$ cat src/design/sicb_params.svh
// Behaviour
// - clock-out disable bit floats clock pin
// - freeze bit stops timer counters in debug
// - freeze bit disables bus watch in debug
// - read-only access status captured from data bit 11
// - show cycles mirror internal transfers externally
// - select 00: no show, arbitration allowed
// - select 01: show, arbitration refused
// - data sampled only in the reset window; clock pin as port
// - 10 show plus arbitration; 11 also halts on grant
`ifndef SICB_PARAMS_SVH
`define SICB_PARAMS_SVH
`define SICB_ADDR_W 4
`define SICB_CFG_OFS 4'h0
`define SICB_STAT_OFS 4'h1
`define SICB_BIT_CLK_OFF 0
`define SICB_BIT_FRZ_TMR 1
`define SICB_BIT_FRZ_BW 2
`define SICB_BIT_SHOW_LO 3
`define SICB_BIT_SHOW_HI 4
`define SICB_DATA_BIT_ACCESS 11
`define SICB_CFG_RESET 5'h00
`endif

$ cat src/design/sicb_pkg.sv
package sicb_pkg;
    typedef enum logic [1:0] {
        SICB_SHOW_OFF,
        SICB_SHOW_NOARB,
        SICB_SHOW_ARB,
        SICB_SHOW_HALT
    } sicb_show_t;
endpackage

$ cat src/design/sicb_top.sv
// The implementer's own choices: the register addresses and strobed register access.
`timescale 1ns/100ps
`include "sicb_params.svh"
module sicb_top (
    input wire logic core_clk_in,
    input wire logic rstn_in,
    input wire logic [`SICB_ADDR_W-1:0] addr_in,
    input wire logic [15:0] wdata_in,
    input wire logic wr_in,
    input wire logic rd_in,
    output logic [15:0] rdata_out,
    input wire logic int_clk_in,
    input wire logic debug_freeze_in,
    input wire logic [15:0] data_bus_in,
    input wire logic clock_source_select_pin_in,
    input wire logic clk_pin_is_port_in,
    input wire logic internal_xfer_in,
    input wire logic [15:0] internal_data_in,
    input wire logic bus_grant_in,
    output logic system_clock_output_pin_out,
    output logic system_clock_output_pin_oe_n_out,
    output logic timer_count_en_out,
    output logic bus_watch_en_out,
    output logic external_master_access_status_out,
    output logic [15:0] show_data_out,
    output logic show_data_oe_n_out,
    output logic periph_select_block_out,
    output logic ext_arb_allow_out,
    output logic internal_halt_out,
    output logic clock_source_select_port_out
);
    typedef struct packed {
        logic [4:0] cfg;
        logic access;
        logic in_reset;
        logic [15:0] rdata;
        logic clk_pin;
        logic clk_oe_n;
        logic tmr_en;
        logic bw_en;
        logic [15:0] show_data;
        logic show_oe_n;
        logic blk;
        logic arb;
        logic halt;
        logic port_bit;
    } sicb_state_t;
    sicb_state_t st_r, st_nxt;
    logic [15:0] data_sync;
    logic clk_pin_sync;
    // raw pins go straight into the flops: no gate may sit in front of a synchroniser,
    // so the data word is only used by the in-reset capture further down
    // this synchroniser ignores reset so the strap level is already through both stages
    // by the first edge after release; the cost is 32 flops toggling on a busy bus
    sicb_sync #(.W(16)) u_data_sync (
        .core_clk_in(core_clk_in),
        .rstn_in(1'b1),
        .d_in(data_bus_in),
        .q_out(data_sync)
    );
    // clock-mode pin synchronised raw; it only counts while it acts as a port bit
    sicb_sync #(.W(1)) u_clk_sync (
        .core_clk_in(core_clk_in),
        .rstn_in(rstn_in),
        .d_in(clock_source_select_pin_in),
        .q_out(clk_pin_sync)
    );
    // next state
    always_comb begin
        sicb_pkg::sicb_show_t sel;
        sel = sicb_pkg::sicb_show_t'(st_r.cfg[`SICB_BIT_SHOW_HI:`SICB_BIT_SHOW_LO]);
        st_nxt = st_r;
        st_nxt.rdata = 16'h0000;
        if (wr_in && addr_in == `SICB_CFG_OFS) begin
            st_nxt.cfg = wdata_in[4:0];
        end
        if (rd_in) begin
            case (addr_in)
                `SICB_CFG_OFS: st_nxt.rdata = {11'h000, st_r.cfg};
                // access status is read only; writes to this offset are ignored
                `SICB_STAT_OFS: st_nxt.rdata = {15'h0000, st_r.access};
                default: st_nxt.rdata = 16'h0000;
            endcase
        end
        // status bit is held at zero in reset, takes the synchronised data bit on the first edge after release, frozen after
        if (st_r.in_reset) begin
            st_nxt.access = data_sync[`SICB_DATA_BIT_ACCESS];
        end
        st_nxt.in_reset = 1'b0;
        st_nxt.clk_pin = int_clk_in & ~st_r.cfg[`SICB_BIT_CLK_OFF];
        st_nxt.clk_oe_n = st_r.cfg[`SICB_BIT_CLK_OFF];
        st_nxt.tmr_en = ~(debug_freeze_in & st_r.cfg[`SICB_BIT_FRZ_TMR]);
        st_nxt.bw_en = ~(debug_freeze_in & st_r.cfg[`SICB_BIT_FRZ_BW]);
        st_nxt.show_oe_n = 1'b1;
        st_nxt.blk = 1'b0;
        st_nxt.halt = 1'b0;
        st_nxt.arb = 1'b1;
        case (sel)
            sicb_pkg::SICB_SHOW_OFF: st_nxt.arb = 1'b1;
            sicb_pkg::SICB_SHOW_NOARB: st_nxt.arb = 1'b0;
            sicb_pkg::SICB_SHOW_ARB: st_nxt.arb = 1'b1;
            sicb_pkg::SICB_SHOW_HALT: st_nxt.halt = bus_grant_in;
            default: st_nxt.arb = 1'b1;
        endcase
        // mirror internal transfers; peripherals kept deselected so they never contend
        if (sel != sicb_pkg::SICB_SHOW_OFF && internal_xfer_in) begin
            st_nxt.show_oe_n = 1'b0;
            st_nxt.show_data = internal_data_in;
            st_nxt.blk = 1'b1;
        end
        st_nxt.port_bit = clk_pin_sync & clk_pin_is_port_in;
    end
    // register the whole state; reset takes constants and marks the sampling window
    always_ff @(posedge core_clk_in) begin
        if (!rstn_in) begin
            st_r <= '0;
            st_r.cfg <= `SICB_CFG_RESET;
            st_r.in_reset <= 1'b1;
            st_r.clk_oe_n <= 1'b0;
            st_r.tmr_en <= 1'b1;
            st_r.bw_en <= 1'b1;
            st_r.show_oe_n <= 1'b1;
            st_r.arb <= 1'b1;
        end else begin
            st_r <= st_nxt;
        end
    end
    assign rdata_out = st_r.rdata;
    assign system_clock_output_pin_out = st_r.clk_pin;
    assign system_clock_output_pin_oe_n_out = st_r.clk_oe_n;
    assign timer_count_en_out = st_r.tmr_en;
    assign bus_watch_en_out = st_r.bw_en;
    assign external_master_access_status_out = st_r.access;
    assign show_data_out = st_r.show_data;
    assign show_data_oe_n_out = st_r.show_oe_n;
    assign periph_select_block_out = st_r.blk;
    assign ext_arb_allow_out = st_r.arb;
    assign internal_halt_out = st_r.halt;
    assign clock_source_select_port_out = st_r.port_bit;

    clk_off_a: assert property (@(posedge core_clk_in) disable iff (!rstn_in)
        $past(st_r.cfg[0]) |-> system_clock_output_pin_oe_n_out)
        else $error("clock pin driven while disabled");
    tmr_freeze_a: assert property (@(posedge core_clk_in) disable iff (!rstn_in)
        (debug_freeze_in && st_r.cfg[1]) |=> !timer_count_en_out)
        else $error("timers run during freeze");
    bw_freeze_a: assert property (@(posedge core_clk_in) disable iff (!rstn_in)
        (!debug_freeze_in) |=> bus_watch_en_out)
        else $error("bus watch off without freeze");
    access_hold_a: assert property (@(posedge core_clk_in) disable iff (!rstn_in)
        (!st_r.in_reset && !$past(st_r.in_reset)) |-> $stable(external_master_access_status_out))
        else $error("access status changed after reset");
    show_drive_a: assert property (@(posedge core_clk_in) disable iff (!rstn_in)
        (st_r.cfg[4:3] != 2'h0 && internal_xfer_in) |=> (!show_data_oe_n_out && periph_select_block_out))
        else $error("show cycle not driven");
    show_off_a: assert property (@(posedge core_clk_in) disable iff (!rstn_in)
        (st_r.cfg[4:3] == 2'h0) |=> (show_data_oe_n_out && ext_arb_allow_out))
        else $error("show while disabled");
    arb_refuse_a: assert property (@(posedge core_clk_in) disable iff (!rstn_in)
        (st_r.cfg[4:3] == 2'h1) |=> !ext_arb_allow_out)
        else $error("arbitration allowed in mode 01");
    halt_grant_a: assert property (@(posedge core_clk_in) disable iff (!rstn_in)
        (st_r.cfg[4:3] == 2'h3 && bus_grant_in) |=> (internal_halt_out && ext_arb_allow_out))
        else $error("no halt on grant");

    // each output is a one-cycle registered copy of its cause, so checks look one edge on
    // clock pin is driven whenever the disable bit is clear
    clk_drive_a: assert property (@(posedge core_clk_in) disable iff (!rstn_in)
        (!st_r.cfg[0]) |=> !system_clock_output_pin_oe_n_out)
        else $error("clock pin floated while enabled");
    // driven clock pin follows the internal source
    clk_follow_a: assert property (@(posedge core_clk_in) disable iff (!rstn_in)
        (!st_r.cfg[0]) |=> (system_clock_output_pin_out == $past(int_clk_in)))
        else $error("clock pin does not follow source");
    // floated clock pin carries no level into the pad
    clk_quiet_a: assert property (@(posedge core_clk_in) disable iff (!rstn_in)
        st_r.cfg[0] |=> !system_clock_output_pin_out)
        else $error("clock level present while floated");
    // timers keep counting unless both freeze and the bit are set
    tmr_run_a: assert property (@(posedge core_clk_in) disable iff (!rstn_in)
        (!debug_freeze_in || !st_r.cfg[1]) |=> timer_count_en_out)
        else $error("timers stopped without freeze");
    // bus watch stops under freeze when asked
    bw_stop_a: assert property (@(posedge core_clk_in) disable iff (!rstn_in)
        (debug_freeze_in && st_r.cfg[2]) |=> !bus_watch_en_out)
        else $error("bus watch runs during freeze");
    // bus watch keeps running under freeze when the bit is clear
    bw_run_a: assert property (@(posedge core_clk_in) disable iff (!rstn_in)
        (debug_freeze_in && !st_r.cfg[2]) |=> bus_watch_en_out)
        else $error("bus watch stopped with bit clear");
    // status takes the synchronised strap in the capture window
    access_cap_a: assert property (@(posedge core_clk_in) disable iff (!rstn_in)
        st_r.in_reset |=> (external_master_access_status_out == $past(data_sync[`SICB_DATA_BIT_ACCESS])))
        else $error("access status not captured");
    // mirrored word is the internal transfer's data
    show_data_a: assert property (@(posedge core_clk_in) disable iff (!rstn_in)
        (st_r.cfg[4:3] != 2'h0 && internal_xfer_in) |=> (show_data_out == $past(internal_data_in)))
        else $error("show data wrong");
    // no transfer, no drive and no deselect
    show_idle_a: assert property (@(posedge core_clk_in) disable iff (!rstn_in)
        (!internal_xfer_in) |=> (show_data_oe_n_out && !periph_select_block_out))
        else $error("show drive without transfer");
    // show off never blocks peripherals nor halts
    off_quiet_a: assert property (@(posedge core_clk_in) disable iff (!rstn_in)
        (st_r.cfg[4:3] == 2'h0) |=> (!periph_select_block_out && !internal_halt_out))
        else $error("deselect or halt while show off");
    // upper two select codes keep arbitration open
    arb_allow_a: assert property (@(posedge core_clk_in) disable iff (!rstn_in)
        st_r.cfg[4] |=> ext_arb_allow_out)
        else $error("arbitration refused in mode 1x");
    // halt only in mode 11 with a grant
    halt_only_a: assert property (@(posedge core_clk_in) disable iff (!rstn_in)
        (st_r.cfg[4:3] != 2'h3 || !bus_grant_in) |=> !internal_halt_out)
        else $error("halt without grant in mode 11");
    // port value reads zero when the pin is not a port
    port_zero_a: assert property (@(posedge core_clk_in) disable iff (!rstn_in)
        (!clk_pin_is_port_in) |=> !clock_source_select_port_out)
        else $error("port value while not a port");
    // read data stand for one cycle only
    rdata_idle_a: assert property (@(posedge core_clk_in) disable iff (!rstn_in)
        (!rd_in) |=> (rdata_out == 16'h0000))
        else $error("read data without read");
endmodule

$ cat src/design/sicb_sync.sv
`timescale 1ns/100ps
// two-stage synchroniser, one per bit
module sicb_sync #(
    parameter int W = 1
) (
    input wire logic core_clk_in,
    input wire logic rstn_in,
    input wire logic [W-1:0] d_in,
    output logic [W-1:0] q_out
);
    logic [W-1:0] meta_r;
    genvar i;
    generate
        for (i = 0; i < W; i++) begin : g_bit
            always_ff @(posedge core_clk_in) begin
                if (!rstn_in) begin
                    meta_r[i] <= 1'b0;
                    q_out[i] <= 1'b0;
                end else begin
                    meta_r[i] <= d_in[i];
                    q_out[i] <= meta_r[i];
                end
            end
        end
    endgenerate
endmodule

$ cat config.mk
export PLATFORM = sky130hd
export DESIGN_NAME = sicb_top
export DESIGN_NICKNAME = d
export VERILOG_FILES = /design/src/design/sicb_pkg.sv /design/src/design/sicb_top.sv /design/src/design/sicb_sync.sv
export VERILOG_INCLUDE_DIRS = /design/src /design/src/design
export SDC_FILE = /design/constraint.sdc
export NUM_CORES = 1
export LEC_CHECK = 0
export BUFFER_PORTS_ARGS = -buffer_cell sky130_fd_sc_hd__buf_4
export CORE_MARGIN = 1.5
export CORE_UTILIZATION = 40
export CTS_BUF_LIST = sky130_fd_sc_hd__clkbuf_8
export DETAILED_ROUTE_END_ITERATION = 6
export PLACE_DENSITY = 0.84
export SKIP_CTS_REPAIR_TIMING = 1
export SLEW_MARGIN = 25
export SYNTH_ARGS = -nofsm -noshare
export SYNTH_HDL_FRONTEND = slang
export SYNTH_SLANG_ARGS = --single-unit
export TNS_END_PERCENT = 10
$ cat constraint.sdc
create_clock -name core_clk_in -period 3.16 [get_ports core_clk_in]
set_clock_uncertainty 0.05 [all_clocks]
set_input_delay 0.632 -clock core_clk_in [delete_from_list [all_inputs] [get_ports core_clk_in]]
set_output_delay 0.632 -clock core_clk_in [all_outputs]
set_load 0.01 [all_outputs]
Word level (Yosys, flattened, before mapping):

Cells that the tools add are included.

* bits in registers: 52
* input port bits: 62
* logic and storage cells: 40
* output and inout bits: 42

* bitwise gates (word level): 7
* multiplexer cells: 6
* equality and inequality tests: 3
* reduce and logical (&&, ||, !) cells: 6

Operator list (count)
* two-way mux 42 bit: 1
* two-way mux 18 bit: 1
* one-hot mux 5 bit (2 select lines): 1
* two-way mux 5 bit: 1
* AND 1 bit: 4
* == test 4 x 1 -> 1 bit (second input constant): 1
* zero test 4 bit: 1
* AND reduction 2 bit: 2
* NOT 1 bit: 3
* == test 2 x 1 -> 1 bit (second input constant): 1
* == test 2 bit (second input constant): 1
* logical AND 1 bit: 2
* two-way mux 1 bit: 2
* nonzero test 2 bit: 1

Depth between registers and ports, before layout:

Gate-level depths: netlist of the first run.

* depth after elaboration: 4
* depth in mapped cells: 5
* gate-level depth less buffers: 3

Hierarchy:

A second synthesis of the first run with hierarchy kept.

* cells, all modules: 204
* area, all modules: 2347.3 um^2

By module, submodules not included
* sicb_top: cells each 133, area each 1398.8 um^2, instances 1
* sicb_sync (u_data_sync): cells each 67, area each 895.9 um^2, instances 1
* sicb_sync (u_clk_sync): cells each 4, area each 52.6 um^2, instances 1

Worst setup path after synthesis of the first run:

Ideal clock, no wire load.

* path type: input-to-reg
* from: input port addr_in[1]
* to: register st_r, in the netlist st_nxt[23]
* slack: 1481 ps
* arrival: 1557 ps
* library setup time: 72 ps
* stages on the path: 3
* data required time: 3038 ps
* cell sequence: or3_4 > nor3b_4 > mux2i_1

* word-level cells in the longest chain between the ends: 2

Ends and longest elaborated chain
* start, declared: line sicb_top.sv:7 `` input wire logic [`SICB_ADDR_W-1:0] addr_in, ``
* zero test 4 bit
* logical AND 1 bit (no line)
* end signal, assigned: line sicb_top.sv:125 `st_r <= st_nxt;`
* end, declared: line sicb_top.sv:48 `sicb_state_t st_r, st_nxt;`

No other way between the ends.
A chain may end at the register's enable or synchronous reset.

Worst setup path after layout of the first run:

* from: input port addr_in[1]
* to: register st_r[44] (netlist name)

The elaborated chain is that of the path after synthesis.

==> results of run 1 <==
## per-layer routing
metal  share of wire (%)  global-route usage [%]
met1                  41                    14.7
met2                  49                    22.7
met3                 7.0                    4.40
met4                 3.1                    8.97
met5                   0                       0
## stage by stage
stage               worst slack [ns]  hold WS, ns  cell area (um^2)  util [%]
floorplan                       1.48        0.260              1530         -
global placement                1.28        0.263              1810      52.7
detailed placement              1.20        0.263              1810      52.7
CTS                             1.50        0.281              1930      56.1
global route                    1.47        0.298              1930      56.1
finish                          1.52        0.278              1930      56.1
## flip-flops by register name, indices dropped and copies added, names as in the netlist
name                               cells
ext_arb_allow_out                      1
st_r                                   5
external_master_access_status_out      1
u_clk_sync.q_out                       1
bus_watch_en_out                       1
system_clock_output_pin_out            1
clock_source_select_port_out           1
u_data_sync.q_out                      1
u_clk_sync.meta_r                      1
system_clock_output_pin_oe_n_out       1
u_data_sync.meta_r                     1
show_data_oe_n_out                     1
show_data_out                         16
timer_count_en_out                     1
rdata_out                              5
internal_halt_out                      1
st_nxt                                 1
periph_select_block_out                1
## cells in the final DEF, fill, tap and decap left out
cell type and n:
sky130_fd_sc_hd__a22o_1 16, sky130_fd_sc_hd__and2_1 7, sky130_fd_sc_hd__and3_1 1, sky130_fd_sc_hd__buf_4 66, sky130_fd_sc_hd__bufinv_16 1, sky130_fd_sc_hd__clkbuf_8 6
sky130_fd_sc_hd__conb_1 11, sky130_fd_sc_hd__dfxtp_1 41, sky130_fd_sc_hd__inv_1 4, sky130_fd_sc_hd__mux2i_1 7, sky130_fd_sc_hd__nand2_1 13, sky130_fd_sc_hd__nand3_1 2
sky130_fd_sc_hd__nor2_1 3, sky130_fd_sc_hd__nor2_2 1, sky130_fd_sc_hd__nor3_1 2, sky130_fd_sc_hd__nor3b_4 1, sky130_fd_sc_hd__o21ai_1 1, sky130_fd_sc_hd__or2_2 1
sky130_fd_sc_hd__or3_4 1
## kinds of logic after synthesis
family          count (synthesis)  share of synthesized area [%]
flops                          41                           55.1
mux                             7                           4.70
simple gates                   32                           11.6
buf+inv                        40                           18.6
compound gates                 17                           9.74
other cells                     1                          0.252
## power breakdown
group / internal [W] / leakage [nW] / switching (W) / total, W
Combinational: 0.0000388 / 0.521 / 0.0000281 / 0.0000669
Clock: 0.000254 / 0.0626 / 0.000163 / 0.000417
Sequential: 0.000525 / 0.333 / 0.00000345 / 0.000528
Total: 0.000817 / 0.916 / 0.000195 / 0.00101
## critical path, delay by kind of cell
| kind | cells | cell delay (ns) |
|---|---|---|
| simple gates | 2 | 0.80 |
| mux | 1 | 0.25 |
| buf+inv | 1 | 0.11 |
## area by class of cell
class,instances,area [um^2]
Fill cell,312,1510
Sequential cell,41,821
Timing Repair Buffer,66,495
Multi-Input combinational cell,67,429
Clock buffer,6,82.6
Tap cell,46,57.6
Clock inverter,2,33.8
Inverter,3,11.3
## synthesized netlist by cell type, types with 2 or more instances
cell type and number:
sky130_fd_sc_hd__mux2i_1 7, sky130_fd_sc_hd__dfxtp_1 41, sky130_fd_sc_hd__nand3_1 2, sky130_fd_sc_hd__nand2_1 13, sky130_fd_sc_hd__and2_1 7, sky130_fd_sc_hd__nor3_1 2
sky130_fd_sc_hd__a22o_1 16, sky130_fd_sc_hd__buf_4 33, sky130_fd_sc_hd__nor2_1 3, sky130_fd_sc_hd__inv_1 3, sky130_fd_sc_hd__buf_2 2
## worst min path at each step
stage | from | end | slack, ns
after floorplan | u_data_sync.meta_r[11] | u_data_sync.q_out[11] | 0.26
after global placement | u_data_sync.meta_r[11] | u_data_sync.q_out[11] | 0.26
after detailed placement | u_data_sync.meta_r[11] | u_data_sync.q_out[11] | 0.26
after CTS | u_data_sync.meta_r[11] | u_data_sync.q_out[11] | 0.28
after global routing | u_data_sync.meta_r[11] | u_data_sync.q_out[11] | 0.30
final | u_data_sync.meta_r[11] | u_data_sync.q_out[11] | 0.28
==> flow_summary.ini, run 1 <==
[yosys]
post-synth-top-area-cell = sky130_fd_sc_hd__dfxtp_1
synth_warnings = 0
ys.flop_type = sky130_fd_sc_hd__dfxtp_1
seq_area_frac_synth_pct = 55.1
synth_top_cell_area_share_pct = 55.1
yosysUniqueCellTypes = 20
post_synth_main_area_contributors = sky130_fd_sc_hd__dfxtp_1 (55%), sky130_fd_sc_hd__buf_4 (17%), sky130_fd_sc_hd__a22o_1 (9.4%)
synth_area_um2 = 1490
postSynthRegisterBits = 41
syn_avg_cell_area_um2 = 10.8
synth_cells = 138
post_synth_edffs = 0
synth_async_sr_flop_share_pct = 0

[global_route]
grt_start_max_net_pins = 20
grt.total_usage_pct = 13.6
first_global_vias = 973
global_route.overflow_total = 0
wire_length_of_the_first_global_routing_pass_um = 4240
antenna_found_initial = 0

[floorplan]
dieHeight_um = 64.0
rows = 21
fp.dieW_um = 64.0
core-area_um2 = 3440
num_io_pins = 104
floorplan.die_area_um2 = 4100
initial_core_util_pct = 43.3

[timing]
clock.fmax_mhz = 610
grt_setup_unrepaired = false
hold_viol = 0
worst_pin_slew_ns = 0.679
report.final.slew_viol_count = 0
period_needed_ns = 1.64
setup_viol = 0
fin_setup_tns_ns = 0
relSlewSlack_pct = 54.7
layout_worst_path_cycle_share_pct = 51.9

[final_layout]
final-instance-count-excl-fill = 231
fin_nets = 246
areaGrowthSynthToFinish_pct = 29.6
antenna-diode-count = 0
drive_above_1_share_pct = 41.6

[place]
buffer_ports.inserted = 66
dp_hpwl_um = 2000
routabilityCongestion = 0.727
placedCellCount = 223

[drt]
routedWlPerCell_um = 11.6
wl_um = 2680
via_density_per_instance = 4.32
drt_drc = 0
first_pass_iters = 2
detailedRoute.firstIterationViolations = 35
num_vias = 997
antenna_left = 0

[worst_setup_path]
rr_startpoint = st_r[47]
worstPathRequired_ns = 3.32
critical_path.startpoint = addr_in[1]
crit_path_max_incr_delay_ns = 0.40
timing.critical_path.fanout_max = 5
critPathSlowestCell = sky130_fd_sc_hd__or3_4
arrival_ns = 1.80
worstPathCellList = buf_4 -> or3_4 -> nor3b_4 -> mux2i_1
critical_path_class = input port to flop
crit_end = st_r[44]
endpoint_kind = flop
worst_r2r_endpoint = show_data_out[14]
rrSetupSlack_ns = 1.69
timing.critical_path.from_type = input port
worst_r2r_path_depth = 3

[pwr]
p_leak_nw = 0.916
power_per_cell_area_nw_per_um2 = 524
power.ir.vdd_worst_v = 0.000247
power.total_w = 0.00101

[clocking]
clockRootBuffer = sky130_fd_sc_hd__clkbuf_8
clk_pin_slew_worst_paths_ns = 0.07
cts_tree = built
clock_sinks = 41
cts_made_buffers = 5
clock_latency_ns = 0.28
htreeDepth = 2
cts.path.max_buffers = 2

[hold_path]
hold_depth = 0
worst_hold_path_type = flop to flop

[status]
result_of_the_run = finished clean

[run]
max_cap_violations = 0
Power figures use the tool's default switching activity.
==> inputs of run 2 (changes only) <==
ABC_AREA = 1   (was not set)
PLACE_DENSITY = 0.82   (was 0.84)
clock period = 1.7 ns   (was 3.16 ns; I/O delays follow)
==> run 2 against run 1 <==
  * Sequential share of layout area decreased by 2.9 points
  * Synthesized cell count increased by 43%
  * Flip-flop and latch count unchanged
  * Synthesized area increased by 11%
  * Worst setup slack got worse by 1.0 ns
  * Combinational power increased by 140%
==> flow_summary.ini, run 2 <==
[yosys]
post-synth-top-area-cell = sky130_fd_sc_hd__dfxtp_1
synthTopCellsByCount = sky130_fd_sc_hd__nand2_1 (42), sky130_fd_sc_hd__dfxtp_1 (41), sky130_fd_sc_hd__buf_4 (32)
post_synth_main_area_contributors = sky130_fd_sc_hd__dfxtp_1 (50%), sky130_fd_sc_hd__buf_4 (14%), sky130_fd_sc_hd__nand2_1 (9.5%)
synth_area_um2 = 1660
synth_top_cell_area_share_pct = 49.5
synthMostInstantiatedCell = sky130_fd_sc_hd__nand2_1
synth_warnings = 0
post_synth_edffs = 0
synth_cells = 197
yosysUniqueCellTypes = 21
postSynthRegisterBits = 41
seq_area_frac_synth_pct = 49.5
synth_async_sr_flop_share_pct = 0
syn_avg_cell_area_um2 = 8.42
ys.flop_type = sky130_fd_sc_hd__dfxtp_1

[global_route]
global_route.overflow_total = 0
first_global_vias = 1036
wire_length_of_the_first_global_routing_pass_um = 4560
antenna_found_initial = 0
grt.total_usage_pct = 13.9
grt_start_max_net_pins = 19

[final_layout]
drive_above_1_share_pct = 35.9
final.fill_count = 388
most_common_library_cell_in_the_layout_ignoring_fill_and_taps = sky130_fd_sc_hd__buf_4
multi_input_combinational_cell_area_um2 = 512
register_cell_area_after_layout_um2 = 821
layout_common_cells = sky130_fd_sc_hd__buf_4 (68), sky130_fd_sc_hd__nand2_1 (42), sky130_fd_sc_hd__dfxtp_1 (41)
final-instance-count-excl-fill = 295
areaGrowthSynthToFinish_pct = 25.1
finish.instance_area_um2 = 2070
antenna-diode-count = 0
final_core_utilization_pct = 51.9
largest_register_ffs = 16
fin_nets = 307

[drt]
via_density_per_instance = 4.35
routedWlPerCell_um = 10.3
first_pass_iters = 4
wl_um = 3040
antenna_left = 0
num_vias = 1282
drt_drc = 0
detailedRoute.firstIterationViolations = 48

[place]
routabilityCongestion = 0.724
dp_hpwl_um = 2330
buffer_ports.inserted = 66
placed_area_um2 = 1990
placedCellCount = 288

[worst_setup_path]
critical_path_class = flop to flop
endpoint_kind = flop
rrSetupSlack_ns = 0.49
timing.critical_path.from_type = flop
arrival_ns = 1.39
timing.critical_path.fanout_max = 9
worst_r2r_endpoint = show_data_out[8]
rr_startpoint = st_r[47]
worstPathRequired_ns = 1.88
worst_r2r_path_depth = 4

[clocking]
cts_made_buffers = 5
clock_sinks = 41
htreeDepth = 2
clock_latency_ns = 0.29
clockRootBuffer = sky130_fd_sc_hd__clkbuf_8
cts_tree = built
clk_pin_slew_worst_paths_ns = 0.07
cts.path.max_buffers = 2

[pwr]
power.total_w = 0.00176
power_per_cell_area_nw_per_um2 = 850
p_leak_nw = 1.08
power.ir.vdd_worst_v = 0.000374

[floorplan]
core-area_um2 = 4000
num_io_pins = 104
floorplan.die_area_um2 = 4540
fp.dieW_um = 67.4
initial_core_util_pct = 41.4
dieHeight_um = 67.4
rows = 23

[hold_path]
hold_depth = 1
min_delay_worst_endpoint = u_data_sync.meta_r[11]
worst_hold_path_type = input port to flop
worstHoldStart = data_bus_in[11]

[timing]
clock.fmax_mhz = 826
report.final.slew_viol_count = 0
setup_viol = 0
hold_viol = 0
fin_setup_tns_ns = 0
layout_worst_path_cycle_share_pct = 71.2
grt_setup_unrepaired = false
period_needed_ns = 1.21

[status]
result_of_the_run = finished clean

[run]
max_cap_violations = 0
## run 2: cell count changes after synthesis, sizes merged, moves of 2 or more
cell / previous run / this run
a21oi: 0 / 2
a22o: 16 / 0
and2: 7 / 0
inv: 3 / 22
mux2i: 7 / 0
nand2: 13 / 50
nand3: 2 / 21
nand4: 0 / 6
nor2: 4 / 10
nor3: 2 / 5
## run 2: area by class of cell
type / instances / area share [%]
flip-flops and latches: 41 / 39.6
inverters: 22 / 3.98
clock buffers: 6 / 3.98
well taps: 50 / 3.02
clock inverters: 1 / 0.181
multi-input cells: 107 / 24.7
repair buffers: 68 / 24.6
## run 2: metrics by stage
step	hold WS [ns]	setup WS, ns
after CTS	0.0954	0.474
final	0.108	0.489
after detailed placement	0.269	0.414
after global routing	0.0929	0.403
after global placement	0.264	0.448
after floorplan	0.260	0.633
## run 2: cells by family after synthesis
kind of cell / count (synthesis) / synth area share [%]
simple gates: 92 / 26.5
buf+inv: 59 / 21.9
flops: 41 / 49.5
compound gates: 4 / 1.89
other cells: 1 / 0.226
## run 2: worst max-delay path, stage by stage, from the launching register on
cell and delay, ns:
sky130_fd_sc_hd__dfxtp_1 0.35, sky130_fd_sc_hd__o21ai_4 0.36, sky130_fd_sc_hd__buf_4 0.24, sky130_fd_sc_hd__nand3_1 0.08, sky130_fd_sc_hd__nand2_1 0.07
## run 2: metal layers
layer	up-vias	GRT usage, %	wire [um]
li1	659	-	-
met1	548	15.5	1190
met2	66	22.6	1470
met3	9	4.17	291
met4	0	9.44	85
met5	-	0	0
## run 2: worst max-delay path by stage
stage                  start                end  slack, ns  depth (start not counted)
finish              st_r[47]   show_data_out[8]       0.49                          4
global route        st_r[47]   show_data_out[0]       0.40                          4
CTS                 st_r[47]   show_data_out[2]       0.47                          4
detailed placement   rstn_in       rdata_out[3]       0.41                          4
global placement     rstn_in       rdata_out[2]       0.45                          4
floorplan           st_r[47]  show_data_out[10]       0.63                          5
## run 2: power breakdown
part	switching, W	leakage, nW	internal [W]
Sequential	0.00000942	0.333	0.000980
Clock	0.000299	0.0485	0.000316
Combinational	0.0000784	0.700	0.0000804
